`src/rtl/slip_status_pkg.sv`:
```
// Purpose: shared constants and types for the slip buffer event status block
// Assumes: 32-bit Avalon-MM slave, byte addresses, one clock clk_sys
// Notes:   four address units per 32-bit word, register data in the low byte except the fill word

package slip_status_pkg;

    // ========================================================================
    // register map (byte addresses)
    localparam logic [15:0] STATUS_OFFSET = 16'h0B08;
    localparam logic [15:0] ENABLE_OFFSET = 16'h0B0C;
    localparam logic [15:0] CLEAR_OFFSET  = 16'h0B10;
    localparam logic [15:0] FILL_OFFSET   = 16'h0B14;

    // ========================================================================
    // status byte and fill word layout
    localparam int TX_OVF_BIT  = 7;
    localparam int TX_UNF_BIT  = 6;
    localparam int TX_SLIP_BIT = 5;
    localparam int LOOP_SYNC_BIT = 4;
    localparam int MF_LOCK_BIT = 3;
    localparam int RX_OVF_BIT  = 2;
    localparam int RX_UNF_BIT  = 1;
    localparam int RX_SLIP_BIT = 0;
    localparam int FILL_RX_LSB = 0;
    localparam int FILL_TX_LSB = 8;

    localparam logic [7:0] EVENT_MASK   = 8'hE7;
    localparam logic [7:0] STATUS_RESET = 8'h00;
    localparam logic [7:0] ENABLE_RESET = 8'h00;

    // ========================================================================
    // elastic store geometry: two frames of slots
    localparam int          PTR_W             = 6;
    localparam int          FILL_W            = 7;
    localparam logic [5:0]  FRAME_SLOTS       = 6'h20;
    localparam logic [6:0]  BUF_SLOTS         = 7'h40;
    localparam logic [6:0]  FILL_AFTER_DROP   = 7'h21;
    localparam logic [6:0]  FILL_AFTER_REPLAY = 7'h1F;

    // ========================================================================
    // bus answer phase
    typedef enum logic [0:0] {
        BUS_IDLE   = 1'b0,
        BUS_ANSWER = 1'b1
    } bus_phase_e;

endpackage

```
`src/rtl/slip_if.sv`:
```
// Purpose: carries one elastic store's requests and slip results
// Assumes: all signals on clk_sys
// Notes:   ctrl side owns pointers and event pulses

`timescale 1ns/1ps

interface slip_if;
    import slip_status_pkg::*;

    logic              wr_req;
    logic              rd_req;
    logic              wr_en;
    logic [PTR_W-1:0]  wr_addr;
    logic              rd_en;
    logic [PTR_W-1:0]  rd_addr;
    logic              overflow;
    logic              underflow;
    logic [FILL_W-1:0] fill;

    modport ctrl (
        input  wr_req,
        input  rd_req,
        output wr_en,
        output wr_addr,
        output rd_en,
        output rd_addr,
        output overflow,
        output underflow,
        output fill
    );

    modport user (
        output wr_req,
        output rd_req,
        input  wr_en,
        input  wr_addr,
        input  rd_en,
        input  rd_addr,
        input  overflow,
        input  underflow,
        input  fill
    );
endinterface

```
`src/rtl/slip_ctrl.sv`:
```
// Purpose: pointer and slip control of one two-frame elastic store
// Assumes: one slot written per wr_req, one slot read per rd_req
// Notes:   addresses and strobes are registered, storage lags one cycle

`timescale 1ns/1ps

module slip_ctrl
    import slip_status_pkg::*;
(
    input  wire logic clk_sys,
    input  wire logic srst,
    slip_if.ctrl      sb
);

    typedef struct packed {
        logic [PTR_W-1:0]  wr_ptr;
        logic [PTR_W-1:0]  rd_ptr;
        logic [FILL_W-1:0] fill;
        logic              wr_en;
        logic [PTR_W-1:0]  wr_addr;
        logic              rd_en;
        logic [PTR_W-1:0]  rd_addr;
        logic              overflow;
        logic              underflow;
    } slip_state_s;

    slip_state_s st_reg;
    slip_state_s st_next;
    logic        ovf;
    logic        unf;

    // a read in the same cycle frees a slot, so that write is no overflow
    assign ovf = sb.wr_req && !sb.rd_req && (st_reg.fill == BUF_SLOTS);
    assign unf = sb.rd_req && (st_reg.fill == 7'h00);

    // ========================================================================
    // next state
    always_comb begin
        st_next           = st_reg;
        st_next.wr_en     = 1'b0;
        st_next.rd_en     = 1'b0;
        st_next.overflow  = 1'b0;
        st_next.underflow = 1'b0;
        if (sb.rd_req) begin
            st_next.rd_en = 1'b1;
            if (unf) begin
                // step back a whole frame and read it out again
                st_next.rd_addr   = st_reg.rd_ptr - FRAME_SLOTS;
                st_next.fill      = FILL_AFTER_REPLAY;
                st_next.underflow = 1'b1;
            end else begin
                st_next.rd_addr = st_reg.rd_ptr;
                st_next.fill    = st_reg.fill - 7'h01;
            end
            st_next.rd_ptr = st_next.rd_addr + 6'h01;
        end
        if (sb.wr_req) begin
            st_next.wr_en   = 1'b1;
            st_next.wr_addr = st_reg.wr_ptr;
            st_next.wr_ptr  = st_reg.wr_ptr + 6'h01;
            if (ovf) begin
                // the oldest whole frame is dropped, never a lone slot
                st_next.rd_ptr   = st_reg.rd_ptr + FRAME_SLOTS;
                st_next.fill     = FILL_AFTER_DROP;
                st_next.overflow = 1'b1;
            end else begin
                st_next.fill = st_next.fill + 7'h01;
            end
        end
    end

    always_ff @(posedge clk_sys) begin
        if (srst) begin
            st_reg <= '0;
        end else begin
            st_reg <= st_next;
        end
    end

    assign sb.wr_en     = st_reg.wr_en;
    assign sb.wr_addr   = st_reg.wr_addr;
    assign sb.rd_en     = st_reg.rd_en;
    assign sb.rd_addr   = st_reg.rd_addr;
    assign sb.overflow  = st_reg.overflow;
    assign sb.underflow = st_reg.underflow;
    assign sb.fill      = st_reg.fill;
endmodule

```
`src/rtl/slip_event_status.sv`:
```
// Purpose: slip event status, enable and clear registers for tx and rx elastic stores
// Assumes: Avalon-MM slave with waitrequest; framer lock inputs come from logic on clk_sys
// Notes:   each access is answered with waitrequest low in the cycle after it is taken
//
// How it works
// - a write with no read in the same cycle into the full transmit store drops one whole frame and sets bit 7.
// - a read from the empty transmit store replays one whole frame and sets bit 6.
// - bit 5 is set on every transmit drop or replay.
// - an underflow replays a whole previously held frame, keeping read alignment.
// - an overflow drops a whole frame of data, keeping write alignment.
// - event flags stay set until the status register is read or a clear write hits them, and reset to 0.
// - bit 4 shows 1 while frame sync is held in loop-carrier superframe mode.
// - bit 3 follows the receive multiframe lock, low on loss and high on lock.
// - a write with no read in the same cycle into the full receive store drops one whole frame and sets bit 2.
// - a read from the empty receive store replays one whole frame and sets bit 1.
// - bit 0 is set on every receive drop or replay.

`timescale 1ns/1ps

module slip_event_status
    import slip_status_pkg::*;
(
    input  wire logic        clk_sys,
    input  wire logic        srst,
    input  wire logic [15:0] avs_address,
    input  wire logic        avs_read,
    input  wire logic        avs_write,
    input  wire logic [31:0] avs_writedata,
    input  wire logic [3:0]  avs_byteenable,
    output logic      [31:0] avs_readdata,
    output logic             avs_waitrequest,
    input  wire logic        tx_wr_req,
    input  wire logic        tx_rd_req,
    input  wire logic        rx_wr_req,
    input  wire logic        rx_rd_req,
    input  wire logic        loop_carrier_sync_in,
    input  wire logic        multiframe_lock_in,
    output logic             tx_wr_en,
    output logic      [5:0]  tx_wr_addr,
    output logic             tx_rd_en,
    output logic      [5:0]  tx_rd_addr,
    output logic             rx_wr_en,
    output logic      [5:0]  rx_wr_addr,
    output logic             rx_rd_en,
    output logic      [5:0]  rx_rd_addr,
    output logic             irq
);

    // ========================================================================
    // elastic store controllers
    slip_if tx_sb ();
    slip_if rx_sb ();

    assign tx_sb.wr_req = tx_wr_req;
    assign tx_sb.rd_req = tx_rd_req;
    assign rx_sb.wr_req = rx_wr_req;
    assign rx_sb.rd_req = rx_rd_req;

    slip_ctrl u_tx_ctrl (
        .clk_sys (clk_sys),
        .srst    (srst),
        .sb      (tx_sb.ctrl)
    );

    slip_ctrl u_rx_ctrl (
        .clk_sys (clk_sys),
        .srst    (srst),
        .sb      (rx_sb.ctrl)
    );

    assign tx_wr_en   = tx_sb.wr_en;
    assign tx_wr_addr = tx_sb.wr_addr;
    assign tx_rd_en   = tx_sb.rd_en;
    assign tx_rd_addr = tx_sb.rd_addr;
    assign rx_wr_en   = rx_sb.wr_en;
    assign rx_wr_addr = rx_sb.wr_addr;
    assign rx_rd_en   = rx_sb.rd_en;
    assign rx_rd_addr = rx_sb.rd_addr;

    // ========================================================================
    // slip events as a status-shaped vector
    logic [7:0] slip_events;

    assign slip_events[TX_OVF_BIT]    = tx_sb.overflow;
    assign slip_events[TX_UNF_BIT]    = tx_sb.underflow;
    assign slip_events[TX_SLIP_BIT]   = tx_sb.overflow || tx_sb.underflow;
    assign slip_events[LOOP_SYNC_BIT] = 1'b0;
    assign slip_events[MF_LOCK_BIT]   = 1'b0;
    assign slip_events[RX_OVF_BIT]    = rx_sb.overflow;
    assign slip_events[RX_UNF_BIT]    = rx_sb.underflow;
    assign slip_events[RX_SLIP_BIT]   = rx_sb.overflow || rx_sb.underflow;

    // ========================================================================
    // register state
    typedef struct packed {
        bus_phase_e  phase;
        logic        waitrequest;
        logic [31:0] readdata;
        logic [7:0]  status;
        logic [7:0]  enable;
        logic        irq;
    } reg_state_s;

    reg_state_s st_reg;
    reg_state_s st_next;
    logic       take;
    logic       status_read;

    // a request is taken only while waitrequest is high, so a held request is never taken twice
    assign take        = (avs_read || avs_write) && st_reg.waitrequest;
    assign status_read = take && avs_read && (avs_address == STATUS_OFFSET);

    // ========================================================================
    // next state
    always_comb begin
        logic [7:0] clear_bits;
        clear_bits          = 8'h00;
        st_next             = st_reg;
        st_next.waitrequest = 1'b1;

        case (st_reg.phase)
            BUS_IDLE: begin
                if (take) begin
                    st_next.phase       = BUS_ANSWER;
                    st_next.waitrequest = 1'b0;
                end
            end
            BUS_ANSWER: begin
                st_next.phase = BUS_IDLE;
            end
            default: begin
                st_next.phase = BUS_IDLE;
            end
        endcase

        if (take && avs_read) begin
            case (avs_address)
                STATUS_OFFSET: begin
                    st_next.readdata = {24'h000000, st_reg.status};
                    clear_bits       = EVENT_MASK;
                end
                ENABLE_OFFSET: begin
                    st_next.readdata = {24'h000000, st_reg.enable};
                end
                FILL_OFFSET: begin
                    st_next.readdata = {17'h0, tx_sb.fill, 1'b0, rx_sb.fill};
                end
                default: begin
                    // clear register is write-only; unmapped words read zero
                    st_next.readdata = 32'h00000000;
                end
            endcase
        end

        if (take && avs_write && avs_byteenable[0]) begin
            case (avs_address)
                ENABLE_OFFSET: begin
                    st_next.enable = avs_writedata[7:0] & EVENT_MASK;
                end
                CLEAR_OFFSET: begin
                    clear_bits = avs_writedata[7:0] & EVENT_MASK;
                end
                default: begin
                    st_next.enable = st_reg.enable;
                end
            endcase
        end

        // set beats clear, so an event in the read cycle survives the read
        st_next.status = ((st_reg.status & ~clear_bits) | slip_events) & EVENT_MASK;
        st_next.status[LOOP_SYNC_BIT] = loop_carrier_sync_in;
        st_next.status[MF_LOCK_BIT]   = multiframe_lock_in;

        st_next.irq = |(st_next.status & st_next.enable & EVENT_MASK);
    end

    always_ff @(posedge clk_sys) begin
        if (srst) begin
            st_reg.phase       <= BUS_IDLE;
            st_reg.waitrequest <= 1'b1;
            st_reg.readdata    <= 32'h00000000;
            st_reg.status      <= STATUS_RESET;
            st_reg.enable      <= ENABLE_RESET;
            st_reg.irq         <= 1'b0;
        end else begin
            st_reg <= st_next;
        end
    end

    assign avs_readdata    = st_reg.readdata;
    assign avs_waitrequest = st_reg.waitrequest;
    assign irq             = st_reg.irq;
endmodule

```
`config.mk`:
```
export PLATFORM = sky130hd
export DESIGN_NAME = slip_event_status
export DESIGN_NICKNAME = d
export VERILOG_FILES = /design/src/rtl/slip_status_pkg.sv /design/src/rtl/slip_if.sv /design/src/rtl/slip_ctrl.sv /design/src/rtl/slip_event_status.sv
export SDC_FILE = /design/constraint.sdc
export NUM_CORES = 1
export LEC_CHECK = 0
export BUFFER_PORTS_ARGS = -buffer_cell sky130_fd_sc_hd__buf_2
export CAP_MARGIN = 20
export CORE_MARGIN = 4
export CORE_UTILIZATION = 30
export DETAILED_ROUTE_END_ITERATION = 8
export SLEW_MARGIN = 0
export SYNTH_ARGS = -nofsm -noshare
export SYNTH_HDL_FRONTEND = slang
export SYNTH_SLANG_ARGS = --single-unit
```
`constraint.sdc`:
```
create_clock -name clk_sys -period 2.5 [get_ports clk_sys]
set_input_delay 0.25 -clock clk_sys [delete_from_list [all_inputs] [get_ports clk_sys]]
set_output_delay 0.25 -clock clk_sys [all_outputs]
set_load 0.005 [all_outputs]
```
==> results of run 1 <==
==> worst reg2reg max path, cell delays in order (launching register included) <==
cell	delay, ns
dfxtp_1	0.31
inv_1	0.05
ha_1	0.17
or4b_4	0.50
nor3_4	0.21
buf_4	0.15
buf_4	0.12
o2111ai_1	0.23
nor4_4	0.22
xnor2_1	0.15
a21oi_1	0.08
==> per-layer routing <==
layer	GRT usage	vias up	routed length, um
met2	0.175	112	4590
met5	0	-	0
met3	0.0290	20	742
met4	0.0566	0	263
met1	0.164	1756	5170
li1	-	1949	-
==> metrics by stage <==
stage	setup WS [ns]	instance area (um^2)	instances	hold slack (ns)
CTS	0.101	5660	822	0.127
floorplan	0.138	5030	569	0.329
global route	-0.00555	5670	823	0.153
detailed placement	0.125	5380	807	0.444
finish	0.192	5670	823	0.135
global placement	0.152	5380	807	0.435
==> path summary, 6_finish.rpt <==
path                                                      start                         endpoint  slack (ns)  cells after the start
worst max-delay path            u_rx_ctrl.sb.fill[0]$_SDFF_PP0_  u_rx_ctrl.sb.fill[5]$_SDFF_PP0_        0.19                     10
worst min-delay path                       loop_carrier_sync_in            st_reg[13]$_SDFF_PP0_        0.13                      2
worst max register to register  u_rx_ctrl.sb.fill[0]$_SDFF_PP0_  u_rx_ctrl.sb.fill[5]$_SDFF_PP0_        0.19                     10
worst min register to register    avs_readdata[11]$_SDFFE_PP0N_    avs_readdata[11]$_SDFFE_PP0N_        0.45                      2
==> layout make-up <==
| cell class | count | area (um^2) | share of cell area |
|---|---|---|---|
| multi-input cells | 374 | 2400 | 0.422 |
| well taps | 216 | 270 | 0.0476 |
| clock inverters | 4 | 53.8 | 0.00948 |
| clock buffers | 11 | 233 | 0.0410 |
| inverters | 10 | 37.5 | 0.00662 |
| flip-flops and latches | 104 | 2080 | 0.367 |
| repair buffers | 104 | 601 | 0.106 |
==> cells in the final DEF (no fill, tap or decap), drive strengths merged, types with 2 or more instances in the layout <==
cell,netlist,layout
buf,61,104
nand3b,3,3
mux2,4,4
a21oi,25,25
xnor2,16,16
nor3b,5,5
nor2,73,73
nor2b,10,10
or4b,3,3
conb,1,17
nand3,15,15
nor4bb,3,3
inv,10,11
xor2,20,20
a211oi,2,2
o2111ai,3,3
mux2i,28,28
ha,8,8
or3,5,5
nor3,13,13
dfxtp,104,104
and3,5,5
nand2,35,35
nand2b,12,12
clkbuf,20,11
o31ai,3,3
nor4,7,7
clkinvlp,0,2
o21ai,6,6
or4,5,5
o21a,2,2
nor4b,5,5
o211ai,2,2
and2,3,3
nand4,13,13
a21boi,2,2
a222oi,7,7
o21ba,2,2
==> cells by family after synthesis <==
family / count (synthesis) / share of synthesized area
buffers and inverters: 91 / 0.111
XOR/XNOR: 36 / 0.0634
AND/OR/NAND/NOR: 219 / 0.234
other: 1 / 0.000755
adder cells (fa/ha/maj): 8 / 0.0201
flip-flops: 104 / 0.419
multiplexers: 32 / 0.0655
AO/OA/AOI/OAI: 62 / 0.0856
==> power groups by stage <==
stage	logic [W]	registers [W]	clock network, W
after detailed placement	0.000769	0.00188	0
final	0.000776	0.00184	0.00139
after global routing	0.000877	0.00186	0.00152
after floorplan	0.000562	0.00187	0
after CTS	0.000775	0.00184	0.00145
after global placement	0.000765	0.00188	0
==> repair_timing <==
| action | 4_1_cts | 5_1_grt |
|---|---|---|
| resized for setup | 0 | 2 |
| hold buffers | 0 | 0 |
| buffers inserted | 0 | 1 |
| endpoints found under the setup margin | 0 | 1 |
==> results.py, run 1 <==
metrics = {
    "cells_and_area": {
        "synthToLayoutAreaGrowth_pct": 14.2,
        "final_core_utilization": 0.353,
        "drive_above_1_share": 0.216,
        "n_fill_cell": 1682,
        "antenna-diode-count": 0,
        "final_nets": 673,
    },
    "drt": {
        "drtPass1Iterations": 5,
        "drt-total-wl_mm": 10.8,
        "drt_iter0_drc": 173,
        "via_count": 3837,
        "route.detailed.wl_per_inst_um": 13.1,
        "drc": 0,
        "routed_via_density": 4.66,
        "remaining_antenna_violation_count_after_routing": 0,
    },
    "timing": {
        "setup-tns-final_ns": 0,
        "timing.final.setup_violations": 0,
        "max_freq_mhz": 433,
        "slew-limit-headroom": 0.613,
        "final_hold_violating_endpoints": 0,
        "worst_margin_pin_slew_ns": 0.580,
        "worst_clock_skew_ns": 0.00701,
        "post-route-min-period_ns": 2.31,
        "post-route-period-util": 0.923,
        "timing.final.max_slew_violations": 0,
    },
    "logic_synthesis": {
        "postSynthCellCount": 553,
        "synth_edf_count": 0,
        "synth.lib_cells_used.distinct": 56,
        "yosys.area.top_type": "dfxtp_1",
        "synth_largest_type_area_fraction": 0.419,
        "post_synth.cell_area_avg_um2": 8.99,
        "mappedNetlistArea_um2": 4970,
        "synth-warning-count": 0,
        "synth_most_common_cell": "dfxtp_1",
        "synth_ff_type": "dfxtp_1",
        "netlist_top_cells_count": "dfxtp_1, nor2_1, buf_4, nand2_1, mux2i_1",
        "async_reset_ff_frac": 0,
        "synth.yosys.seq_area_share": 0.419,
        "postSynthRegisterBits": 104,
        "synthTopCellsByArea": "dfxtp_1, buf_4, mux2i_1, nor2_1, xor2_1",
    },
    "outcome": {
        "outcome": "finished clean",
    },
    "floorplan": {
        "die_extent_in_y_um": 137,
        "core_area_um2": 16100,
        "floorplan.initialDensity": 0.309,
        "ioPinCount": 124,
        "die_x_um": 137,
        "fp.dieArea_um2": 18700,
        "std_cell_rows": 46,
    },
    "cts": {
        "clk_slew_on_worst_s_h_paths_ns": 0.07,
        "clkLatencyLatePin_ns": 0.34,
        "tritoncts_num_sinks": 104,
        "cts.root.buffer_cell": "clkbuf_16",
        "clock_tree.htree_level_count": 3,
        "cts_made_buffers": 9,
        "clk_path_buf_depth": 2,
        "tritoncts_clock_tree": "done",
    },
    "power": {
        "leakagePower_nw": 2.36,
        "power_density_nw_per_um2": 707,
        "power_frac_seq": 0.460,
        "share_of_total_power_in_combinational_logic": 0.193,
        "power_frac_clock": 0.347,
        "p_sw_w": 0.00113,
        "internal-power_w": 0.00288,
        "power.ir.vdd_worst_mv": 0.321,
        "power.switching_fraction": 0.281,
        "post-layout-total-power_w": 0.00401,
    },
    "critical_path": {
        "timing.critical_path.arrival_ns": 2.53,
        "timing.critical_path.slowest_stage_cell": "or4b_4",
        "crit_path_cell_trace": "inv_1 > ha_1 > or4b_4 > nor3_4 > buf_4 > buf_4 > o2111ai_1 > nor4_4 > xnor2_1 > a21oi_1",
        "timing.critical_path.fanout_max": 4,
        "timing.critical_path.from_type": "flop",
        "endpoint_kind": "flop",
        "cp.required_ns": 2.72,
        "slowest_delay_ns": 0.50,
        "worst_path_most_repeated_cell": "buf_4",
        "delay_heaviest_family_cp": "simple AND/OR/NAND/NOR gates",
        "worstSetupPathType": "flop to flop",
        "timing.critical_path.buf_inv": 3,
    },
    "placed_design": {
        "dp.final_hpwl_mm": 7.89,
        "place.port_buffers": 77,
        "gp_congestion": 0.821,
    },
    "global_route": {
        "via_count_of_the_first_global_routing_pass": 3556,
        "grt_overflow": 0,
        "grt_first_pass_wirelength_mm": 17.8,
        "total_routing_resource_utilization_after_global_routing": 0.119,
        "grt_max_degree": 46,
        "grt_antenna_before_repair": 0,
    },
    "job": {
        "maxCapViolCount": 0,
    },
    "hold_path": {
        "worst_hold_path_type": "input port to flop",
    },
}
Note: power is estimated with default switching activity, not from simulation.
==> run 2, diff against run 1 <==
--- a/config.mk
+++ b/config.mk
@@ -5,6 +5,7 @@
 export SDC_FILE = /design/constraint.sdc
 export NUM_CORES = 1
 export LEC_CHECK = 0
+export ABC_AREA = 1
 export BUFFER_PORTS_ARGS = -buffer_cell sky130_fd_sc_hd__buf_2
 export CAP_MARGIN = 20
 export CORE_MARGIN = 4
@@ -13,4 +14,5 @@
 export SLEW_MARGIN = 0
 export SYNTH_ARGS = -nofsm -noshare
 export SYNTH_HDL_FRONTEND = slang
+export SYNTH_HIERARCHICAL = 1
 export SYNTH_SLANG_ARGS = --single-unit
==> results.py, run 2 <==
metrics = {
    "outcome": {
        "outcome": "finished clean",
    },
    "power": {
        "internal-power_w": 0.00277,
        "leakagePower_nw": 2.75,
        "power_frac_seq": 0.464,
        "power_density_nw_per_um2": 663,
        "power.switching_fraction": 0.295,
        "power.ir.vdd_worst_mv": 0.347,
        "post-layout-total-power_w": 0.00393,
        "p_sw_w": 0.00116,
        "share_of_total_power_in_combinational_logic": 0.158,
        "power_frac_clock": 0.378,
    },
    "cts": {
        "cts.root.buffer_cell": "clkbuf_16",
        "clk_slew_on_worst_s_h_paths_ns": 0.08,
        "cts_made_buffers": 9,
        "clock_tree.htree_level_count": 3,
        "tritoncts_num_sinks": 104,
        "cts.repair_timing.setup_buffer_count": 0,
        "cts_resized": 0,
        "clkLatencyLatePin_ns": 0.35,
        "tritoncts_clock_tree": "done",
        "clk_path_buf_depth": 2,
        "cts_hold_buffers": 0,
    },
    "logic_synthesis": {
        "postSynthRegisterBits": 104,
        "synth.lib_cells_used.distinct": 36,
        "postSynthCellCount": 779,
        "mappedNetlistArea_um2": 5490,
        "synth_ff_type": "dfxtp_1",
        "yosys.area.top_type": "dfxtp_1",
        "synthTopCellsByArea": "dfxtp_1, nand2_1, buf_4, nor2_1, a21oi_1",
        "synth_most_common_cell": "nand2_1",
        "post_synth.cell_area_avg_um2": 7.04,
        "synth_largest_type_area_fraction": 0.380,
        "synth.yosys.seq_area_share": 0.380,
        "async_reset_ff_frac": 0,
        "synth_edf_count": 0,
        "synth-warning-count": 6,
        "netlist_top_cells_count": "nand2_1, dfxtp_1, nor2_1, inv_1, buf_4",
    },
    "floorplan": {
        "fp.dieArea_um2": 20500,
        "floorplan.initialDensity": 0.305,
        "ioPinCount": 124,
        "die_x_um": 143,
        "std_cell_rows": 49,
        "die_extent_in_y_um": 143,
        "core_area_um2": 18000,
    },
    "timing": {
        "unrepaired_setup_endpoints_after_global_routing": "no",
        "timing.final.max_slew_violations": 0,
        "post-route-period-util": 0.860,
        "worst_clock_skew_ns": 0.00849,
        "setup-tns-final_ns": 0,
        "final_hold_violating_endpoints": 0,
        "max_freq_mhz": 465,
        "slew-limit-headroom": 0.590,
        "worst_margin_pin_slew_ns": 0.615,
        "timing.hold.ws_ns": 0.123,
        "timing.final.setup_violations": 0,
        "post-route-min-period_ns": 2.15,
    },
    "critical_path": {
        "worstSetupPathType": "flop to flop",
        "timing.critical_path.fanout_max": 6,
        "endpoint_kind": "flop",
        "timing.critical_path.arrival_ns": 2.40,
        "timing.critical_path.from_type": "flop",
        "cp.required_ns": 2.75,
    },
    "placed_design": {
        "dp.final_hpwl_mm": 8.81,
        "gp_congestion": 0.811,
        "placedCellCount": 1013,
        "place.port_buffers": 77,
        "post_dp_cell_area_um2": 5620,
    },
    "cells_and_area": {
        "final-seq-area_um2": 2080,
        "final_nets": 865,
        "final_cell_mix": "nand2_1, dfxtp_1, nor2_1",
        "drive_above_1_share": 0.188,
        "synthToLayoutAreaGrowth_pct": 8.03,
        "finalInstanceArea_um2": 5930,
        "post_layout_nonfiller_instances": 1029,
        "n_fill_cell": 1938,
        "antenna-diode-count": 0,
        "multi_input_comb_area_um2": 2450,
        "final_common_cell": "nand2_1",
    },
    "drt": {
        "via_count": 4553,
        "drc": 0,
        "remaining_antenna_violation_count_after_routing": 0,
        "drtPass1Iterations": 4,
        "route.detailed.wl_per_inst_um": 11.5,
        "drt-total-wl_mm": 11.9,
        "drt_iter0_drc": 171,
        "routed_via_density": 4.42,
    },
    "hold_path": {
        "worst_hold_path_type": "input port to flop",
    },
    "global_route": {
        "grt_max_degree": 31,
        "grt_first_pass_wirelength_mm": 19.7,
        "total_routing_resource_utilization_after_global_routing": 0.118,
        "via_count_of_the_first_global_routing_pass": 4161,
        "grt_overflow": 0,
        "grt_antenna_before_repair": 0,
    },
    "job": {
        "maxCapViolCount": 0,
    },
}
-- run 2: cell count changes in the layout (fill, tap and decap cells not counted), moves of 8 or more --
cell,change
a21oi_1,+40
buf_4,-20
inv_1,+71
inv_2,+15
mux2i_1,-28
nand2_1,+117
nand2_2,+8
nand2b_1,-12
nand3_1,+25
nor2_1,+18
nor2b_1,-10
o21ai_0,+42
xnor2_1,-16
xor2_1,-18
-- run 2: cells by family (layout without fill, tap and decap cells) --
group                    count (synthesis)  count (layout)  share of synthesized area
buffers and inverters                  192             197                      0.185
AND/OR/NAND/NOR                        345             345                      0.287
flip-flops                             104             104                      0.380
adder cells (fa/ha/maj)                  8               8                     0.0182
XOR/XNOR                                 4               4                    0.00912
other                                    1              17                   0.000684
AO/OA/AOI/OAI                          125             125                      0.120
-- run 2: worst paths after layout --
path / start / endpoint / slack, ns / cells after the start
hold / removal: loop_carrier_sync_in / st_reg[13]$_SDFF_PP0_ / 0.12 / 3
setup / recovery: u_tx_ctrl/sb.fill[1]$_SDFF_PP0_ / u_tx_ctrl/sb.fill[6]$_SDFF_PP0_ / 0.35 / 16
hold reg to reg: flop / flop / 0.46 / 2
setup reg to reg: u_tx_ctrl/sb.fill[1]$_SDFF_PP0_ / u_tx_ctrl/sb.fill[6]$_SDFF_PP0_ / 0.35 / 16
-- run 2: power by group through the flow --
stage	Combinational, W	Sequential (W)	Clock, W
after floorplan	0.000570	0.00184	0
after global placement	0.000615	0.00186	0
after detailed placement	0.000623	0.00186	0
after CTS	0.000627	0.00182	0.00155
after global routing	0.000721	0.00184	0.00162
final	0.000621	0.00182	0.00148
-- run 2: final cells by class --
type / instances / share of cell area
clock buffer: 9 / 0.0380
clock inverter: 7 / 0.0144
inverter: 98 / 0.0621
multi-input combinational: 499 / 0.413
sequential: 104 / 0.351
tap: 229 / 0.0484
timing repair buffer: 83 / 0.0726
-- run 2: worst max-delay path: stages, from the launching register on --
cell and delay, ns:
dfxtp_1 0.35, inv_1 0.09, ha_1 0.18, nand2_1 0.09
nor2_1 0.14, nand2_2 0.13, nand2_2 0.09, nand2_1 0.10
inv_2 0.07, ha_1 0.13, nand2_1 0.09, nor2_1 0.20
nand2_1 0.09, nor2_2 0.12, nand3_1 0.08, nand2_1 0.07
nor2_1 0.04
-- run 2: metrics by stage --
| step | util | worst slack (ns) |
|---|---|---|
| after floorplan | - | 0.675 |
| after global placement | 0.313 | 0.401 |
| after detailed placement | 0.313 | 0.365 |
| after CTS | 0.330 | 0.354 |
| after global routing | 0.330 | 0.125 |
| final | 0.330 | 0.350 |
-- run 2: layer usage --
metal	track usage	wire, um	vias up
met3	0.0315	691	13
met5	0	0	-
met4	0.0387	179	0
met2	0.187	5280	96
met1	0.157	5720	2018
li1	-	-	2426
==> run 3, diff against run 2 <==
--- a/config.mk
+++ b/config.mk
@@ -9,8 +9,10 @@
 export BUFFER_PORTS_ARGS = -buffer_cell sky130_fd_sc_hd__buf_2
 export CAP_MARGIN = 20
 export CORE_MARGIN = 4
-export CORE_UTILIZATION = 30
+export CORE_UTILIZATION = 49
+export CTS_CLUSTER_DIAMETER = 80
 export DETAILED_ROUTE_END_ITERATION = 8
+export PLACE_DENSITY = 0.76
 export SLEW_MARGIN = 0
 export SYNTH_ARGS = -nofsm -noshare
 export SYNTH_HDL_FRONTEND = slang
==> results.py, run 3 (synthesis results as in run 2) <==
metrics = {
    "drt": {
        "drc": 0,
        "drt_iter0_drc": 281,
        "via_count": 4467,
        "route.detailed.wl_per_inst_um": 11.4,
        "drtPass1Iterations": 4,
        "drt-total-wl_mm": 10.7,
        "remaining_antenna_violation_count_after_routing": 0,
        "routed_via_density": 4.76,
    },
    "placed_design": {
        "dp.final_hpwl_mm": 7.88,
        "gp_congestion": 0.836,
        "post_place_setup_slack_ns": 0.375,
        "place.port_buffers": 77,
        "placedCellCount": 923,
    },
    "cells_and_area": {
        "drive_above_1_share": 0.184,
        "n_fill_cell": 1118,
        "final_nets": 864,
        "multi_input_comb_area_um2": 2450,
        "final_common_cell": "nand2_1",
        "synthToLayoutAreaGrowth_pct": 4.24,
        "final_cell_mix": "nand2_1, dfxtp_1, nor2_1",
        "antenna-diode-count": 0,
        "final-seq-area_um2": 2080,
        "post_layout_nonfiller_instances": 939,
    },
    "critical_path": {
        "timing.critical_path.from_type": "flop",
        "worst-r2r-cell-count": 16,
        "endpoint_kind": "flop",
        "cp.required_ns": 2.74,
        "timing.critical_path.slowest_stage_cell": "dfxtp_1",
        "timing.critical_path.fanout_max": 6,
        "worst_path_most_repeated_cell": "nand2_1",
        "crit_path_cell_trace": "inv_1 > ha_1 > nand2_1 > nor2_1 > nand2_2 > nand2_2 > nand2_1 > inv_2 > ha_1 > nand2_1 > nor2_1 > nand2_1 > nor2_2 > nand3_1 > nand2_1 > nor2_1",
        "slowest_delay_ns": 0.36,
        "timing.critical_path.arrival_ns": 2.36,
        "worstSetupPathType": "flop to flop",
    },
    "global_route": {
        "grt_overflow": 0,
        "grt_max_degree": 28,
        "total_routing_resource_utilization_after_global_routing": 0.169,
        "grt_antenna_before_repair": 0,
        "via_count_of_the_first_global_routing_pass": 4003,
        "grt_first_pass_wirelength_mm": 18.2,
    },
    "cts": {
        "clk_slew_on_worst_s_h_paths_ns": 0.09,
        "clock_tree.htree_level_count": 3,
        "cts_resized": 0,
        "cts.repair_timing.setup_buffer_count": 0,
        "clkLatencyLatePin_ns": 0.35,
        "cts_made_buffers": 9,
        "tritoncts_clock_tree": "done",
        "cts_hold_buffers": 0,
        "cts.root.buffer_cell": "clkbuf_8",
        "clk_path_buf_depth": 2,
        "tritoncts_num_sinks": 104,
    },
    "timing": {
        "timing.hold.ws_ns": 0.127,
        "timing.final.max_slew_violations": 0,
        "post-route-min-period_ns": 2.11,
        "timing.final.setup_violations": 0,
        "worst_clock_skew_ns": 0.00606,
        "setup-tns-final_ns": 0,
        "final_hold_violating_endpoints": 0,
        "post-route-worst-setup-slack_ns": 0.386,
        "max_freq_mhz": 473,
        "unrepaired_setup_endpoints_after_global_routing": "no",
        "post-route-period-util": 0.846,
    },
    "floorplan": {
        "std_cell_rows": 38,
        "die_extent_in_y_um": 114,
        "floorplan.initialDensity": 0.504,
        "core_area_um2": 10900,
        "fp.dieArea_um2": 13000,
        "ioPinCount": 124,
        "die_x_um": 114,
    },
    "outcome": {
        "outcome": "finished clean",
    },
    "hold_path": {
        "worst_hold_path_type": "input port to flop",
        "hold-path-cell-count": 3,
    },
    "power": {
        "leakagePower_nw": 2.70,
        "power.ir.vdd_worst_mv": 0.311,
        "power_density_nw_per_um2": 626,
        "post-layout-total-power_w": 0.00358,
    },
    "job": {
        "maxCapViolCount": 0,
    },
}
run 3: cell types whose count changed in the layout (fill, tap and decap cells not counted):
cell and change:
bufinv_16 +1, inv_6 -3, clkinvlp_4 +1, clkbuf_16 -9, clkbuf_1 +2, clkinv_4 -1, inv_8 -1, clkbuf_8 +10
buf_4 -1
run 3: path summary, 6_finish.rpt:
check                                   from                               to  slack [ns]
max          u_tx_ctrl/sb.fill[1]$_SDFF_PP0_  u_tx_ctrl/sb.fill[6]$_SDFF_PP0_        0.39
min                     loop_carrier_sync_in            st_reg[13]$_SDFF_PP0_        0.13
max reg2reg  u_tx_ctrl/sb.fill[1]$_SDFF_PP0_  u_tx_ctrl/sb.fill[6]$_SDFF_PP0_        0.39
min reg2reg                             flop                             flop        0.46
run 3: final cells by class:
type	instances	share of cell area
Clock buffer	12	0.0254
Clock inverter	4	0.0133
Inverter	98	0.0643
Multi-Input combinational cell	499	0.428
Sequential cell	104	0.364
Tap cell	140	0.0306
Timing Repair Buffer	82	0.0740
run 3: metal layers:
layer	routed length, um	global-route usage
met2	4760	0.266
met3	534	0.0440
met1	5260	0.233
met5	0	0
met4	116	0.0388
run 3: report_power, final:
group          internal [W]  leakage [nW]  switching [W]
clock              0.000597         0.107       0.000550
combinational      0.000218          1.74       0.000393
sequential          0.00175         0.850      0.0000704
run 3: worst max-delay path, delay by kind of cell (launching register included):
kind | cells | cell delay [ns]
buffers and inverters | 2 | 0.16
DFF | 1 | 0.36
and+or+nand+nor | 12 | 1.19
adders and majority gates | 2 | 0.31
run 3: through the flow:
| stage | instance area (um^2) | utilization |
|---|---|---|
| 2_1_floorplan | 5550 | - |
| 3_3_place_gp | 5500 | 0.505 |
| 3_5_place_dp | 5500 | 0.505 |
| 4_1_cts | 5720 | 0.525 |
| 5_1_grt | 5720 | 0.525 |
| 6_report | 5720 | 0.525 |
